`src/logic/gio_defs.svh`:
```
// Purpose: constants of the 48-line digital port with edge interrupts
// Assumes: 40 MHz core clock, APB register access within a 32-byte window
// Notes: all offsets are byte addresses inside the window
// Function
// - Forty-eight two-way lines act as a plain port: outputs hold the written value, inputs read the line.
// - The lines form six byte-wide groups of eight.
// - Software sets each group's direction by a register write alone.
// - Every input bit may raise an interrupt, gated by its own enable bit.
// - Each input bit has its own choice of rising or falling trigger edge.
// - All enabled pending bits are merged into one interrupt output.
// - A bit's interrupt is raised only on a transition that matches its selected edge.
// - Input levels pass a digital filter before they are read or edge-checked.
// - Registers are decoded within a 32-byte window on any 32-byte aligned base.
// - A data bit of one means a high line level and zero a low level.
`ifndef GIO_DEFS_SVH
`define GIO_DEFS_SVH
`define GIO_LINES 48
`define GIO_GROUPS 6
`define GIO_ADDR_W 5
`define GIO_OFS_DATA_LO 5'h00
`define GIO_OFS_DATA_HI 5'h04
`define GIO_OFS_IEN_LO 5'h08
`define GIO_OFS_IEN_HI 5'h0C
`define GIO_OFS_EDGE_LO 5'h10
`define GIO_OFS_EDGE_HI 5'h14
`define GIO_OFS_STAT_LO 5'h18
`define GIO_OFS_STAT_HI 5'h1C
`define GIO_DIR_LSB 16
`define GIO_RST_DIR 6'h00
`define GIO_RST_48 48'h0000_0000_0000
`define GIO_CLK_MHZ 40
`define GIO_FILT_NS 100
`define GIO_FILT_CYC ((`GIO_FILT_NS * `GIO_CLK_MHZ + 999) / 1000)
`define GIO_FILT_W 3
`endif

```
`src/logic/gio_pkg.sv`:
```
// Purpose: types of the digital port
// Assumes: gio_defs.svh included first
// Notes: pin group travels as one packed struct
`default_nettype none
`include "gio_defs.svh"
package gio_pkg;
    typedef struct packed {
        logic [`GIO_LINES-1:0] level;
        logic [`GIO_LINES-1:0] oe_n;
    } gio_pins_t;
    typedef logic [`GIO_FILT_W-1:0] gio_fcnt_t;
endpackage
`default_nettype wire

```
`src/logic/gio_port.sv`:
```
// Purpose: 48-line two-way port with filtered inputs and per-bit edge interrupts
// Assumes: pins synchronous to core_clk_i; APB3 master outside
// Notes: data words read the filtered line for input groups, the latch for output groups
//
// Design decisions made here: the APB interface to the registers and the register offsets.
`default_nettype none
`include "gio_defs.svh"
module gio_port
    import gio_pkg::*;
(
    input wire logic core_clk_i,
    input wire logic srst_i,
    input wire logic psel_i,
    input wire logic penable_i,
    input wire logic pwrite_i,
    input wire logic [31:0] paddr_i,
    input wire logic [31:0] pwdata_i,
    output logic [31:0] prdata_o,
    output logic pready_o,
    output logic pslverr_o,
    input wire logic [`GIO_LINES-1:0] line_i,
    output gio_pins_t pins_o,
    output logic irq_o
);

    // lower word holds bits 31:0, upper word bits 47:32 in its low half
    function automatic logic [31:0] rd_word(input logic [47:0] v, input logic hi);
        logic [31:0] w;
        if (hi) begin
            w = {16'h0000, v[47:32]};
        end else begin
            w = v[31:0];
        end
        rd_word = w;
    endfunction

    // the other word of the 48-bit value is kept untouched
    function automatic logic [47:0] wr_word(input logic [47:0] v, input logic [31:0] d,
                                            input logic hi);
        logic [47:0] w;
        if (hi) begin
            w = {d[15:0], v[31:0]};
        end else begin
            w = {v[47:32], d};
        end
        wr_word = w;
    endfunction

    function automatic logic [47:0] grp_mask(input logic [5:0] g);
        logic [47:0] m;
        m = 48'h0000_0000_0000;
        for (int i = 0; i < `GIO_GROUPS; i++) begin
            m[i*8 +: 8] = {8{g[i]}};
        end
        grp_mask = m;
    endfunction

    localparam gio_fcnt_t FILT_LAST = gio_fcnt_t'(`GIO_FILT_CYC - 1);

    // port latch, direction and pin enables
    logic [47:0] out_r;
    logic [47:0] out_nxt;
    logic [5:0] dir_r;
    logic [5:0] dir_nxt;
    logic [47:0] oe_n_r;
    logic [47:0] oe_n_nxt;

    // interrupt configuration and pending flags
    logic [47:0] ien_r;
    logic [47:0] ien_nxt;
    logic [47:0] edge_r;
    logic [47:0] edge_nxt;
    logic [47:0] pend_r;
    logic [47:0] pend_nxt;
    logic irq_r;
    logic irq_nxt;

    // input filter
    logic [47:0] filt_r;
    logic [47:0] filt_nxt;
    gio_fcnt_t cnt_r [`GIO_LINES];
    gio_fcnt_t cnt_nxt [`GIO_LINES];

    // bus answer
    logic [31:0] prdata_r;
    logic [31:0] prdata_nxt;
    logic pready_r;
    logic pready_nxt;
    logic pslverr_r;
    logic pslverr_nxt;

    logic [`GIO_ADDR_W-1:0] ofs;
    logic wr_en;
    logic rd_en;
    logic [47:0] in_mask;
    logic [47:0] rd_view;
    logic [47:0] rise;
    logic [47:0] fall;
    logic [47:0] evt;
    logic [47:0] clr;

    // only the low five address bits decode, so any 32-byte base aliases here
    assign ofs = paddr_i[`GIO_ADDR_W-1:0];
    assign wr_en = psel_i & penable_i & pready_r & pwrite_i;
    assign rd_en = psel_i & penable_i & ~pready_r & ~pwrite_i;

    // filter: a new level is accepted only after it has stood for FILT_CYC samples
    always_comb begin
        for (int i = 0; i < `GIO_LINES; i++) begin
            filt_nxt[i] = filt_r[i];
            cnt_nxt[i] = '0;
            if (line_i[i] != filt_r[i]) begin
                if (cnt_r[i] == FILT_LAST) begin
                    filt_nxt[i] = line_i[i];
                end else begin
                    cnt_nxt[i] = cnt_r[i] + gio_fcnt_t'(1);
                end
            end
        end
    end

    always_ff @(posedge core_clk_i) begin
        if (srst_i) begin
            filt_r <= `GIO_RST_48;
            for (int i = 0; i < `GIO_LINES; i++) begin
                cnt_r[i] <= '0;
            end
        end else begin
            filt_r <= filt_nxt;
            for (int i = 0; i < `GIO_LINES; i++) begin
                cnt_r[i] <= cnt_nxt[i];
            end
        end
    end

    // edges are taken from filtered levels of input groups only, so a driven
    // output group never raises an event from its own latch
    always_comb begin
        in_mask = ~grp_mask(dir_r);
        rise = filt_nxt & ~filt_r;
        fall = ~filt_nxt & filt_r;
        // edge bit 1 selects rising, 0 falling
        evt = in_mask & ((edge_r & rise) | (~edge_r & fall));
    end

    // status words clear where a one is written; zeros leave pending alone
    always_comb begin
        clr = 48'h0000_0000_0000;
        if (wr_en) begin
            if (ofs == `GIO_OFS_STAT_LO) begin
                clr = wr_word(`GIO_RST_48, pwdata_i, 1'b0);
            end
            if (ofs == `GIO_OFS_STAT_HI) begin
                clr = wr_word(`GIO_RST_48, pwdata_i, 1'b1);
            end
        end
    end

    // a data read shows the line for input groups and the latch for output groups
    assign rd_view = (filt_r & in_mask) | (out_r & ~in_mask);

    // the upper data word always carries the direction field as well, so software
    // must write the wanted direction with every upper data write
    always_comb begin
        out_nxt = out_r;
        dir_nxt = dir_r;
        if (wr_en && ofs == `GIO_OFS_DATA_LO) begin
            out_nxt = wr_word(out_r, pwdata_i, 1'b0);
        end
        if (wr_en && ofs == `GIO_OFS_DATA_HI) begin
            out_nxt = wr_word(out_r, pwdata_i, 1'b1);
            dir_nxt = pwdata_i[`GIO_DIR_LSB +: `GIO_GROUPS];
        end
        // one byte lane per group; direction bit 1 drives the group
        // enables follow the next direction so the pins turn at the write edge
        oe_n_nxt = ~grp_mask(dir_nxt);
    end

    always_ff @(posedge core_clk_i) begin
        if (srst_i) begin
            out_r <= `GIO_RST_48;
            dir_r <= `GIO_RST_DIR;
            oe_n_r <= {48{1'b1}};
        end else begin
            out_r <= out_nxt;
            dir_r <= dir_nxt;
            oe_n_r <= oe_n_nxt;
        end
    end

    always_comb begin
        ien_nxt = ien_r;
        if (wr_en && ofs == `GIO_OFS_IEN_LO) begin
            ien_nxt = wr_word(ien_r, pwdata_i, 1'b0);
        end
        if (wr_en && ofs == `GIO_OFS_IEN_HI) begin
            ien_nxt = wr_word(ien_r, pwdata_i, 1'b1);
        end
    end

    always_ff @(posedge core_clk_i) begin
        if (srst_i) begin
            ien_r <= `GIO_RST_48;
        end else begin
            ien_r <= ien_nxt;
        end
    end

    always_comb begin
        edge_nxt = edge_r;
        if (wr_en && ofs == `GIO_OFS_EDGE_LO) begin
            edge_nxt = wr_word(edge_r, pwdata_i, 1'b0);
        end
        if (wr_en && ofs == `GIO_OFS_EDGE_HI) begin
            edge_nxt = wr_word(edge_r, pwdata_i, 1'b1);
        end
    end

    always_ff @(posedge core_clk_i) begin
        if (srst_i) begin
            edge_r <= `GIO_RST_48;
        end else begin
            edge_r <= edge_nxt;
        end
    end

    // set beats clear so an edge in the clearing cycle is kept
    always_comb begin
        pend_nxt = (pend_r & ~clr) | evt;
        irq_nxt = |(pend_nxt & ien_nxt);
    end

    always_ff @(posedge core_clk_i) begin
        if (srst_i) begin
            pend_r <= `GIO_RST_48;
            irq_r <= 1'b0;
        end else begin
            pend_r <= pend_nxt;
            irq_r <= irq_nxt;
        end
    end

    always_comb begin
        prdata_nxt = prdata_r;
        // one fixed wait state: data are fetched in the first access cycle
        pready_nxt = psel_i & penable_i & ~pready_r;
        // no offset of the window is refused, unaligned ones read zero, so no error answer exists
        pslverr_nxt = 1'b0;
        if (rd_en) begin
            unique case (ofs)
                `GIO_OFS_DATA_LO: begin
                    prdata_nxt = rd_word(rd_view, 1'b0);
                end

                `GIO_OFS_DATA_HI: begin
                    prdata_nxt = rd_word(rd_view, 1'b1) | {10'h000, dir_r, 16'h0000};
                end

                `GIO_OFS_IEN_LO: begin
                    prdata_nxt = rd_word(ien_r, 1'b0);
                end

                `GIO_OFS_IEN_HI: begin
                    prdata_nxt = rd_word(ien_r, 1'b1);
                end

                `GIO_OFS_EDGE_LO: begin
                    prdata_nxt = rd_word(edge_r, 1'b0);
                end

                `GIO_OFS_EDGE_HI: begin
                    prdata_nxt = rd_word(edge_r, 1'b1);
                end

                `GIO_OFS_STAT_LO: begin
                    prdata_nxt = rd_word(pend_r, 1'b0);
                end

                `GIO_OFS_STAT_HI: begin
                    prdata_nxt = rd_word(pend_r, 1'b1);
                end

                // unaligned offsets read as zero
                default: begin
                    prdata_nxt = 32'h0000_0000;
                end
            endcase
        end
    end

    always_ff @(posedge core_clk_i) begin
        if (srst_i) begin
            prdata_r <= 32'h0000_0000;
            pready_r <= 1'b0;
            pslverr_r <= 1'b0;
        end else begin
            prdata_r <= prdata_nxt;
            pready_r <= pready_nxt;
            pslverr_r <= pslverr_nxt;
        end
    end

    assign prdata_o = prdata_r;
    assign pready_o = pready_r;
    assign pslverr_o = pslverr_r;
    assign pins_o.level = out_r;
    assign pins_o.oe_n = oe_n_r;
    assign irq_o = irq_r;

endmodule
`default_nettype wire

```
`config.mk`:
```
export PLATFORM = sky130hd
export DESIGN_NAME = gio_port
export DESIGN_NICKNAME = d
export VERILOG_FILES = /design/src/logic/gio_pkg.sv /design/src/logic/gio_port.sv
export VERILOG_INCLUDE_DIRS = /design/src /design/src/logic
export SDC_FILE = /design/constraint.sdc
export NUM_CORES = 1
export LEC_CHECK = 0
export BUFFER_PORTS_ARGS = -buffer_cell sky130_fd_sc_hd__buf_4
export CAP_MARGIN = 0
export CORE_MARGIN = 3
export CORE_UTILIZATION = 27
export DETAILED_ROUTE_END_ITERATION = 10
export GPL_ROUTABILITY_DRIVEN = 0
export PLACE_DENSITY = 0.53
export SLEW_MARGIN = 40
export SYNTH_ARGS = -nofsm -noshare
export SYNTH_HDL_FRONTEND = slang
export SYNTH_SLANG_ARGS = --single-unit
```
`constraint.sdc`:
```
create_clock -name core_clk_i -period 2.9 [get_ports core_clk_i]
set_clock_uncertainty 0.1 [all_clocks]
set_input_delay 0.29 -clock core_clk_i [delete_from_list [all_inputs] [get_ports core_clk_i]]
set_output_delay 0.29 -clock core_clk_i [all_outputs]
set_load 0.02 [all_outputs]
```
# ---- Yosys cells after proc, flatten, opt, wreduce, memory -nomap -nowiden
# Memory sizes are Yosys's and may differ from the RTL's.
# Index checks and enable logic that the tools add are counted.
dict set report word_totals {
  register_bits 328
  romBits 0
  latch_bits 0
  ram_bits 144
  wordCells 507
  memories 1
  output_inout_bits 131
}
dict set report classes {
  multipliers 0
  eq_ne 103
  magnitude_cmp 0
  div 0
  shifts 0
  n_reduce_logical 10
  bitwise_logic 77
  n_mux 256
  add_sub_neg 48
}
# name depth word_bits read_ports rd_ports_with_merged_regs wr line
set mem_list {}
lappend mem_list {cnt_r 48 3 48 0 48 gio_port.sv:81} ;# gio_fcnt_t cnt_r [`GIO_LINES];
# operator n
set ops {}
lappend ops {{48-bit AND} 9}
lappend ops {{3-bit 2-to-1 mux} 144}
lappend ops {{48-bit inverter} 7}
lappend ops {{32-bit one-hot mux with 8 select lines} 1}
lappend ops {{48-bit 2-to-1 mux} 5}
lappend ops {{32-bit 2-to-1 mux} 6}
lappend ops {{3-bit by 1-bit adder with 3-bit output (second input constant)} 48}
lappend ops {{3-bit by 2-bit equality test with 1-bit output (second input constant)} 48}
lappend ops {{48-bit OR} 3}
lappend ops {{1-bit 2-to-1 mux} 99}
lappend ops {{1-bit inequality test} 48}
lappend ops {{1-bit OR} 48}
lappend ops {{48-bit OR reduction} 1}
lappend ops {{32-bit by 22-bit OR with 32-bit output} 1}
lappend ops {{5-bit equality test (second input constant)} 4}
lappend ops {{5-bit by 4-bit equality test with 1-bit output (second input constant)} 2}
lappend ops {{1-bit logical AND} 6}
lappend ops {{6-bit 2-to-1 mux} 1}
lappend ops {{1-bit AND} 5}
lappend ops {{5-bit by 3-bit equality test with 1-bit output (second input constant)} 1}
lappend ops {{5-bit logical NOT} 1}
lappend ops {{1-bit inverter} 4}
lappend ops {{2-bit AND reduction} 2}

# ---- Longest topological paths before layout
# Gate-level depths: netlist of run 1.
# An unclocked memory read counts as a cell.
dict set report depth {
  ltp_word 12
  depth_mapped 10
  depth_no_buf 8
}

# ---- Worst setup path before layout of run 1
# OpenSTA, ideal clock, no wires.
dict set report synth_timing {
  kind {input to register}
  startpoint {in paddr_i[0]}
  endpoint {reg irq_r, in the netlist irq_o}
  path_stages 9
  slack_ns 0.340
  n_path_buf 3
  setup_ns 0.139
  t_arrival_ns 2.321
  path_cell_list {clkbuf_2 > or4b_1 > buf_6 > nor3_4 > buf_4 > mux2_2 > a2bb2o_1 > nor4_1 > a41oi_1}
}
dict set report synth_via {
  elab_chain_cells 9
}
# element line
set synth_lines {}
lappend synth_lines {{start: declaration} gio_port.sv:16} ;# input wire logic [31:0] paddr_i,
lappend synth_lines {{5-bit equality test} n/a}
lappend synth_lines {{32-bit 2-to-1 mux} gio_port.sv:150} ;# if (ofs == `GIO_OFS_STAT_LO) begin
lappend synth_lines {{48-bit 2-to-1 mux} gio_port.sv:153} ;# if (ofs == `GIO_OFS_STAT_HI) begin
lappend synth_lines {{48-bit 2-to-1 mux} gio_port.sv:149} ;# if (wr_en) begin
lappend synth_lines {{48-bit inverter} gio_port.sv:229} ;# pend_nxt = (pend_r & ~clr) | evt;
lappend synth_lines {{48-bit AND} gio_port.sv:229}
lappend synth_lines {{48-bit OR} gio_port.sv:229}
lappend synth_lines {{48-bit AND (*)} gio_port.sv:230} ;# irq_nxt = |(pend_nxt & ien_nxt);
lappend synth_lines {{48-bit OR reduction (*)} gio_port.sv:230}
lappend synth_lines {{end signal: assignment} gio_port.sv:239} ;# irq_r <= irq_nxt;
lappend synth_lines {{end: declaration} gio_port.sv:75} ;# logic irq_r;
# Every way passes the cells marked *; elsewhere a longest branch is shown, timed or not.
# A chain may end at the register's enable or synchronous reset.

# ---- Worst setup path in the final report of run 1
dict set report layout_timing {
  startpoint {reg pready_r, in the netlist pready_o}
  endpoint {reg irq_r, in the netlist irq_o}
}
dict set report layout_via {
  elab_chain_cells 8
}
# element line
set layout_lines {}
lappend layout_lines {{start: declaration} gio_port.sv:87} ;# logic pready_r;
lappend layout_lines {{start signal: assignment} gio_port.sv:298} ;# pready_r <= pready_nxt;
lappend layout_lines {{1-bit AND (*) (2 in series)} gio_port.sv:104} ;# assign wr_en = psel_i & penable_i & pready_r & pwrite_i;
lappend layout_lines {{48-bit 2-to-1 mux} gio_port.sv:149}
lappend layout_lines {{48-bit inverter} gio_port.sv:229}
lappend layout_lines {{48-bit AND} gio_port.sv:229}
lappend layout_lines {{48-bit OR} gio_port.sv:229}
lappend layout_lines {{48-bit AND (*)} gio_port.sv:230}
lappend layout_lines {{48-bit OR reduction (*)} gio_port.sv:230}
# Marks and branches as above.

==> flow_metrics.py, run 1 <==
metrics = {
    "worst_setup_path": {
        "worstPathRequired_ns": 3.22,
        "cp-startpoint": "pready_o$_SDFF_PP0_",
        "crit_path_max_fanout": 56,
        "worstPathArrival_ns": 3.04,
        "reg2reg_from": "pready_o$_SDFF_PP0_",
        "end_kind": "register",
        "crit_type": "reg -> reg",
        "start_kind": "register",
        "r2r_cells": 8,
    },
    "clock_tree": {
        "post_cts_buffers": 0,
        "cts-buffers-inserted": 49,
        "cts_htree_levels": 2,
        "clkSinkCount": 430,
        "root_buffer": "clkbuf_16",
        "ctsLongestPathBuffers": 3,
        "path_clk_slew_ns": 0.06,
        "clk-insertion-delay-late_ns": 0.59,
        "cts_tree": "done",
    },
    "synth": {
        "synthSimpleGateAreaFrac_pct": 17.24,
        "synthCells": 2188,
        "synthFlopType": "dfxtp_1",
        "synth_seq_cells": 430,
        "syn_nets": 2401,
        "synth.distinct_cells": 59,
        "synthAdderAreaFrac_pct": 6.144,
        "async_flop_share_pct": 0,
        "synth_edf_count": 0,
        "ys_seq_area_share_pct": 44.03,
        "synth.area.mux_share_pct": 6.682,
        "syn-cell-area_sq_um": 19550,
        "synth_top_family_by_area": "simple AND/OR/NAND/NOR gates",
        "synthXorXnorAreaFrac_pct": 2.061,
        "yosysWarnings": 0,
        "post_synth.cell_area_avg_sq_um": 8.935,
        "synth_compound_area_share_pct": 16.78,
    },
    "drt": {
        "vias": 17090,
        "wire_per_inst_microns": 19.62,
        "viasPerCell": 4.978,
        "wirelength_mm": 67.38,
        "drc": 0,
        "ant_nets": 0,
        "drt_iter0_drc": 1267,
        "firstDrtPassIters": 5,
    },
    "cells_and_area": {
        "drive_gt1_share_pct": 17.88,
        "area_growth_pct": 26.89,
        "fin_nets": 2661,
    },
    "floorplanning": {
        "die_w_microns": 275.1,
        "coreArea_sq_um": 71610,
        "num_rows": 98,
        "dieHeight_microns": 275.1,
        "start_util_pct": 27.30,
        "die-area_sq_um": 75670,
        "ios": 248,
    },
    "grt": {
        "grtUsageTotal_pct": 17.36,
        "gr-usage-met3_pct": 3.890,
        "overflow": 0,
        "use_met2_pct": 29.56,
        "busiest_layer": "met2",
        "grt_pass1_wl_mm": 101.1,
        "grt_antenna_before_repair": 4,
        "grt_pass1_vias": 16940,
        "grt.met1_usage_pct": 21.69,
        "grt_start_max_net_pins": 85,
    },
    "run": {
        "drv_cap": 0,
    },
    "status": {
        "status": "completed",
    },
    "hold_path": {
        "min_delay_path_depth": 2,
        "hold_path.class": "in -> reg",
        "min_from": "srst_i",
    },
    "placed_design": {
        "post-place-ws_ns": -0.1857,
        "io_buffers": 219,
        "dp_hpwl_mm": 48.98,
    },
    "timing": {
        "whs_ns": 0.04800,
        "rsz0062_at_grt": "false",
        "min_period_ns": 2.715,
        "hold_viol": 0,
        "min_period_over_period_pct": 93.62,
        "slew_viol_final": 0,
        "relSlewSlack_pct": 43.13,
        "setup_viol": 0,
        "tightest_slew_ns": 0.8510,
        "setup_slack_ns": 0.1849,
        "fmax_mhz": 368.3,
    },
    "power": {
        "vdd.ir_drop.worst_mv": 0.4039,
        "cellLeakagePower_uw": 0.009285,
        "power.density_nw_per_um2": 525.0,
    },
}
cells in the final DEF (no fill, tap or decap), types with 5 or more instances in the layout:
cell type      count
a21oi_1          168
a221o_1           25
a22oi_1           76
a32oi_1           15
and3_1             6
and3b_1           29
buf_12            12
buf_4            291
clkbuf_1           7
clkbuf_16         50
clkbuf_8          16
clkinv_2          10
dfxtp_1          430
dlygate4sd3_1     82
ha_1              96
inv_1            127
mux2_2            28
mux2i_1           99
nand2_1          234
nand2b_1          17
nand3b_1           9
nand4_1           44
nor2_1           241
nor2b_1           18
nor3b_1           29
o211ai_1          28
o21ai_0           53
o22ai_1           15
o2bb2ai_1         27
o31ai_1           14
o31ai_2            9
o41ai_1           29
or2_2              5
or3_1             46
xnor2_1           46
logic make-up after synthesis:
logic type	count (synthesis)
simple gates	703
compound gates	478
flops	430
buf+inv	307
mux	127
fa+ha+maj	96
xor+xnor	46
other cells	1
critical path, cell delays in order (launching register included):
cell and delay, ns:
dfxtp_1 0.37, nand4_1 0.15, buf_12 0.23, o41ai_1 0.48, a22oi_1 0.18, a2111oi_1 0.41, buf_4 0.19, and4_1 0.25
a41oi_1 0.14
where the power goes:
part	switching [uW]	internal, uW
registers	39.7	5990
clock network	2500	3720
logic	451	323
worst paths after layout:
kind | slack (ns) | end
worst min register to register | 0.32 | cnt_r[2][21]$_SDFF_PP0_
worst max-delay path | 0.18 | irq_o$_SDFF_PP0_
worst max register to register | 0.18 | irq_o$_SDFF_PP0_
worst min-delay path | 0.05 | filt_r[13]$_SDFF_PP0_
stage by stage:
stage	power, uW	area, sq um	utilization (%)	std cells	TNS [ns]
final	13020	24810	34.64	3434	0
after global routing	13470	24810	34.64	3434	0
after CTS	13190	24800	34.63	3433	0
after detailed placement	6832	22350	31.22	3265	-0.4114
after global placement	6798	22340	31.20	3265	-0.5772
after floorplan	6483	19550	-	2188	0
area by class of cell:
class	count	area, sq um
fill	7333	46800
multi-input combinational	1451	9633
inverter	130	488.0
sequential	430	8608
clock inverter	13	126.4
antenna	1	2.502
timing repair buffer	386	3261
tap	950	1189
clock buffer	73	1498
sequential cells by signal (all words and copies together), names as in the netlist:
register and cells:
cnt_r 144, edge_r 48, filt_r 48, ien_r 48, out_r 48, pend_r 48, prdata_o 32, dir_r 6
oe_n_r 6, irq_o 1, pready_o 1
Yosys cell counts, drive strengths merged, types with 6 or more instances:
cell / number / share of area (%)
o21ai: 53 / 1.4
mux2i: 99 / 5.1
o2bb2ai: 27 / 1.2
inv: 127 / 2.4
o22ai: 15 / 0.48
nor2b: 18 / 0.58
ha: 96 / 6.1
o41ai: 29 / 1.3
and3b: 29 / 1.3
a32oi: 15 / 0.67
clkbuf: 105 / 2.0
or3: 47 / 1.5
o211ai: 28 / 1.1
xnor2: 46 / 2.1
nand4: 44 / 1.4
nor3b: 29 / 1.1
a221o: 25 / 1.3
nand2b: 17 / 0.54
a21oi: 168 / 4.3
dfxtp: 430 / 44
mux2: 28 / 1.6
and3: 6 / 0.19
a22oi: 76 / 2.9
nand2: 234 / 4.5
nor2: 246 / 4.7
o31ai: 25 / 1.3
nand3b: 9 / 0.35
buf: 72 / 2.5
a2111oi: 8 / 0.43
what timing repair did:
item                                    4_1_cts  5_1_grt
endpoints found under the hold margin       232        0
endpoints found under the setup margin        0        1
hold buffers                                 82        0
gates resized for setup                       0        1
layer usage:
metal / up-vias / routed length, microns
met5: - / 22
met4: 4 / 2202
met3: 126 / 4773
met2: 589 / 32010
met1: 8191 / 28370
li1: 8183 / -
No activity file was read; power rests on OpenSTA's default activity.
==> run 2: changes to the inputs <==
==> constraint.sdc (replaced) <==
create_clock -name core_clk_i -period 2.9 [get_ports core_clk_i]
set_clock_uncertainty 0.1 [all_clocks]
set_input_delay 0.145 -clock core_clk_i [delete_from_list [all_inputs] [get_ports core_clk_i]]
set_output_delay 0.145 -clock core_clk_i [all_outputs]
set_load 0.02 [all_outputs]
==> flow_metrics.py, run 2 (same netlist as run 1, synthesis figures left out) <==
metrics = {
    "status": {
        "status": "completed",
    },
    "clock_tree": {
        "root_buffer": "clkbuf_16",
        "clk-insertion-delay-late_ns": 0.58,
        "clkSinkCount": 430,
        "cts-buffers-inserted": 49,
        "ctsLongestPathBuffers": 3,
        "post_cts_buffers": 0,
        "cts_htree_levels": 2,
        "cts_tree": "done",
        "path_clk_slew_ns": 0.06,
    },
    "timing": {
        "slew_viol_final": 0,
        "setup_viol": 0,
        "min_period_ns": 2.753,
        "relSlewSlack_pct": 51.56,
        "setup_slack_ns": 0.1473,
        "rsz0062_at_grt": "false",
        "min_period_over_period_pct": 94.92,
        "tightest_slew_ns": 0.7258,
        "fmax_mhz": 363.3,
        "hold_viol": 0,
    },
    "cells_and_area": {
        "regArea_sq_um": 8608,
        "antenna_cells": 0,
        "final_cell_mix": "430 x dfxtp_1, 275 x buf_4, 241 x nor2_1",
        "area_growth_pct": 27.18,
        "regMostFlops": "cnt_r",
        "multi_input_area_sq_um": 9635,
        "largest_reg_flops": 144,
        "final_common_cell": "dfxtp_1",
        "drive_gt1_share_pct": 17.28,
        "num-fill-cells": 7341,
        "fin_nets": 2656,
    },
    "floorplanning": {
        "die-area_sq_um": 75670,
        "dieHeight_microns": 275.1,
        "coreArea_sq_um": 71610,
        "die_w_microns": 275.1,
        "ios": 248,
        "num_rows": 98,
        "start_util_pct": 27.30,
    },
    "hold_path": {
        "hold_path.class": "in -> reg",
        "min_delay_path_depth": 4,
    },
    "drt": {
        "wl_met1_mm": 29.36,
        "wirelength_mm": 67.66,
        "highest_layer": "met5",
        "viasPerCell": 4.974,
        "firstDrtPassIters": 5,
        "wl_met3_mm": 4.074,
        "wire_per_inst_microns": 19.71,
        "wl_met2_mm": 32.26,
        "drt_iter0_drc": 1115,
        "drc": 0,
        "vias": 17080,
        "ant_nets": 0,
    },
    "worst_setup_path": {
        "crit_type": "reg -> reg",
        "crit_path_max_fanout": 56,
        "slowest_delay_ns": 0.52,
        "worst_path_max_delay_cell": "a2111oi_1",
        "path_cells": "nand4_1, buf_12, o41ai_1, a22oi_1, a2111oi_1, buf_4, and4_1, a41oi_1",
        "r2r_cells": 8,
        "start_kind": "register",
        "worstPathArrival_ns": 3.09,
        "end_kind": "register",
        "worstPathRequired_ns": 3.24,
    },
    "power": {
        "power.density_nw_per_um2": 528.4,
        "cellLeakagePower_uw": 0.009300,
        "vdd.ir_drop.worst_mv": 0.4082,
        "power_uw": 13140,
    },
    "run": {
        "drv_cap": 0,
    },
    "grt": {
        "grt_pass1_vias": 16680,
        "overflow": 0,
        "grtUsageTotal_pct": 17.29,
        "grt_pass1_wl_mm": 100.8,
        "grt_antenna_before_repair": 2,
        "grt_start_max_net_pins": 86,
    },
    "placed_design": {
        "io_buffers": 219,
        "dp_hpwl_mm": 48.28,
        "post-place-ws_ns": 0.001294,
    },
}
-- run 2: worst paths after layout --
| check | end | start | slack (ns) |
|---|---|---|---|
| worst max-delay path | irq_o$_SDFF_PP0_ | pready_o$_SDFF_PP0_ | 0.15 |
| worst max register to register | irq_o$_SDFF_PP0_ | pready_o$_SDFF_PP0_ | 0.15 |
| worst min-delay path | ien_r[36]$_SDFF_PP0_ | paddr_i[2] | 0.14 |
| worst min register to register | cnt_r[2][24]$_SDFF_PP0_ | cnt_r[2][24]$_SDFF_PP0_ | 0.32 |
-- run 2: area by class of cell --
cell class | count | area share, %
Clock buffer | 78 | 6.024
Clock inverter | 13 | 0.6190
Inverter | 130 | 1.963
Multi-Input combinational cell | 1451 | 38.75
Sequential cell | 430 | 34.62
Tap cell | 950 | 4.781
Timing Repair Buffer | 381 | 13.24
-- run 2: metrics by stage --
step / hold slack (ns) / util (%) / setup TNS, ns / std cells / cell area (sq um)
floorplan: 0.1784 / - / 0 / 2188 / 19550
global placement: 0.3027 / 31.15 / -0.05471 / 3253 / 22300
detailed placement: 0.3107 / 31.16 / 0 / 3253 / 22310
CTS: 0.08548 / 34.71 / 0 / 3433 / 24850
global route: 0.1441 / 34.72 / 0 / 3433 / 24860
finish: 0.1389 / 34.72 / 0 / 3433 / 24860
-- run 2: worst max-delay path: cells and delay by family (launching register included) --
| family | cells | cell delay [ns] |
|---|---|---|
| AO/OA/AOI/OAI | 4 | 1.24 |
| buffers and inverters | 2 | 0.46 |
| AND/OR/NAND/NOR | 2 | 0.36 |
| flip-flops | 1 | 0.38 |
-- run 2: power by group --
group | switching, uW | internal (uW)
registers | 40.0 | 5990
clock network | 2540 | 3810
logic | 449 | 317
total | 3030 | 10100
-- run 2: per-layer routing --
metal / GRT usage, % / vias up
met5: 0 / -
met4: 5.809 / 2
met3: 2.817 / 113
met2: 29.23 / 565
met1: 22.34 / 8244
li1: - / 8153
-- run 2: repair_timing --
item	in CTS	in global routing
endpoints found under the hold margin	389	0
setup endpoints to repair	0	1
gates resized for setup	0	2
hold buffers	89	0
==> run 3: changes to the inputs <==
Settings changed: CELL_PAD_IN_SITES_DETAIL_PLACEMENT set to 2, CELL_PAD_IN_SITES_GLOBAL_PLACEMENT set to 2, PLACE_DENSITY 0.53 to 0.73.
==> flow_metrics.py, run 3 (same netlist as run 1, synthesis figures left out) <==
metrics = {
    "clock_tree": {
        "root_buffer": "clkbuf_16",
        "path_clk_slew_ns": 0.07,
        "clkSinkCount": 430,
        "cts_tree": "done",
        "post_cts_buffers": 0,
        "ctsLongestPathBuffers": 3,
        "cts_htree_levels": 2,
        "cts-buffers-inserted": 50,
        "clk-insertion-delay-late_ns": 0.60,
    },
    "hold_path": {
        "hold_path.class": "in -> reg",
        "min_from": "paddr_i[3]",
        "min_delay_path_depth": 6,
        "whs_endpoint": "pend_r[47]$_SDFF_PP0_",
    },
    "grt": {
        "grt_pass1_wl_mm": 117.6,
        "grt_antenna_before_repair": 2,
        "overflow": 0,
        "gr-usage-met3_pct": 3.393,
        "grt_pass1_vias": 19310,
        "grtUsageTotal_pct": 20.32,
        "use_met2_pct": 35.51,
        "busiest_layer": "met2",
        "grt_start_max_net_pins": 79,
        "grt.met1_usage_pct": 24.39,
    },
    "cells_and_area": {
        "fin_nets": 2649,
        "multi_input_area_sq_um": 9679,
        "drive_gt1_share_pct": 17.54,
        "final_cell_mix": "430 x dfxtp_1, 277 x buf_4, 241 x nor2_1",
        "fin_cells": 3426,
        "num-fill-cells": 7928,
        "regMostFlops": "cnt_r",
        "area_growth_pct": 27.07,
        "largest_reg_flops": 144,
        "regArea_sq_um": 8608,
        "final_common_cell": "dfxtp_1",
        "final_cell_area_sq_um": 24840,
    },
    "floorplanning": {
        "num_rows": 98,
        "die_w_microns": 275.1,
        "start_util_pct": 27.30,
        "ios": 248,
        "dieHeight_microns": 275.1,
        "die-area_sq_um": 75670,
        "coreArea_sq_um": 71610,
    },
    "status": {
        "status": "completed",
    },
    "timing": {
        "slew_viol_final": 0,
        "hold_viol": 0,
        "setup_viol": 0,
        "relSlewSlack_pct": 48.77,
        "setup_slack_ns": 0.1355,
        "rsz0062_at_grt": "false",
        "min_period_over_period_pct": 95.33,
        "tightest_slew_ns": 0.7677,
        "fmax_mhz": 361.7,
        "min_period_ns": 2.764,
        "setup_tns_ns": 0,
    },
    "drt": {
        "wire_per_inst_microns": 22.92,
        "drc": 0,
        "viasPerCell": 5.151,
        "vias": 17650,
        "ant_nets": 0,
        "firstDrtPassIters": 4,
        "wirelength_mm": 78.54,
        "drt_iter0_drc": 974,
    },
    "worst_setup_path": {
        "slowest_delay_ns": 0.39,
        "crit_path_max_fanout": 56,
        "reg2reg_from": "pready_o$_SDFF_PP0_",
        "worst_path_max_delay_cell": "dfxtp_1",
        "cp-startpoint": "pready_o$_SDFF_PP0_",
        "end_kind": "register",
        "crit_type": "reg -> reg",
        "r2r-end": "irq_o$_SDFF_PP0_",
        "r2r_cells": 8,
        "worstPathArrival_ns": 3.12,
        "path_cells": "nand4_1, buf_12, nor3_4, buf_12, mux2_2, a2111oi_0, and4_1, a41oi_1",
        "start_kind": "register",
        "r2r_slack_ns": 0.14,
        "worstPathRequired_ns": 3.26,
        "cp_common_cell": "buf_12",
    },
    "placed_design": {
        "post-place-ws_ns": -0.2003,
        "dp_hpwl_mm": 55.79,
        "io_buffers": 219,
        "placed_area_sq_um": 22200,
        "dp.cells": 3249,
    },
    "run": {
        "drv_cap": 0,
    },
    "power": {
        "cellLeakagePower_uw": 0.009274,
        "power.density_nw_per_um2": 545.1,
        "vdd.ir_drop.worst_mv": 0.5135,
    },
}
run 3: cell types whose count changed in the layout (fill, tap and decap cells not counted), moves of 4 or more:
cell,delta
buf_12,-6
bufinv_16,+4
clkbuf_1,-5
clkinv_2,+4
dlygate4sd3_1,-4
run 3: critical path: cells and delay by family (launching register included):
family | cells | cell delay [ns]
muxes | 1 | 0.37
DFF | 1 | 0.39
and+or+nand+nor | 3 | 0.73
AOI/OAI and AO/OA | 2 | 0.49
buffers and inverters | 2 | 0.45
run 3: how the worst max path moves through the flow:
stage	to	slack [ns]	depth (start not counted)
3_5_place_dp	irq_o$_SDFF_PP0_	-0.20	10
2_1_floorplan	irq_o$_SDFF_PP0_	0.44	8
4_1_cts	irq_o$_SDFF_PP0_	0.14	8
3_3_place_gp	irq_o$_SDFF_PP0_	-0.32	10
5_1_grt	irq_o$_SDFF_PP0_	0.01	8
6_report	irq_o$_SDFF_PP0_	0.14	8
run 3: layout make-up:
cell class                      instances  area share (%)
Sequential cell                       430           34.65
Antenna cell                            1         0.01007
Tap cell                              950           4.785
Clock inverter                         21           1.169
Inverter                              130           1.964
Clock buffer                           70           5.788
Timing Repair Buffer                  373           12.66
Multi-Input combinational cell       1451           38.97
run 3: repair_timing:
action / in CTS / in global routing
cloned: 0 / 0
setup endpoints to repair: 1 / 1
endpoints found under the hold margin: 394 / 0
hold buffers: 85 / 0
gates resized for setup: 1 / 7
run 3: per-layer routing:
| layer | share of wire [%] | vias to the layer above | wire [microns] |
|---|---|---|---|
| met5 | 0 | - | 0 |
| met4 | 4.4 | 0 | 3488 |
| met3 | 4.8 | 157 | 3758 |
| met2 | 49 | 459 | 38500 |
| met1 | 42 | 8891 | 32790 |
| li1 | - | 8141 | - |
run 3: stage by stage:
stage / hold WS, ns / util, % / power [uW]
after floorplan: 0.1784 / - / 6483
after global placement: 0.3057 / 30.99 / 6803
after detailed placement: 0.3167 / 31.00 / 6860
after CTS: 0.2087 / 34.61 / 13700
after global routing: 0.2646 / 34.69 / 14030
final: 0.2449 / 34.69 / 13540
run 3: power by group:
part / switching [uW] / internal [uW] / leakage, uW
registers: 44.1 / 5990 / 0.00348
logic: 482 / 318 / 0.00494
clock network: 2640 / 4070 / 0.000856
total: 3170 / 10400 / 0.00927
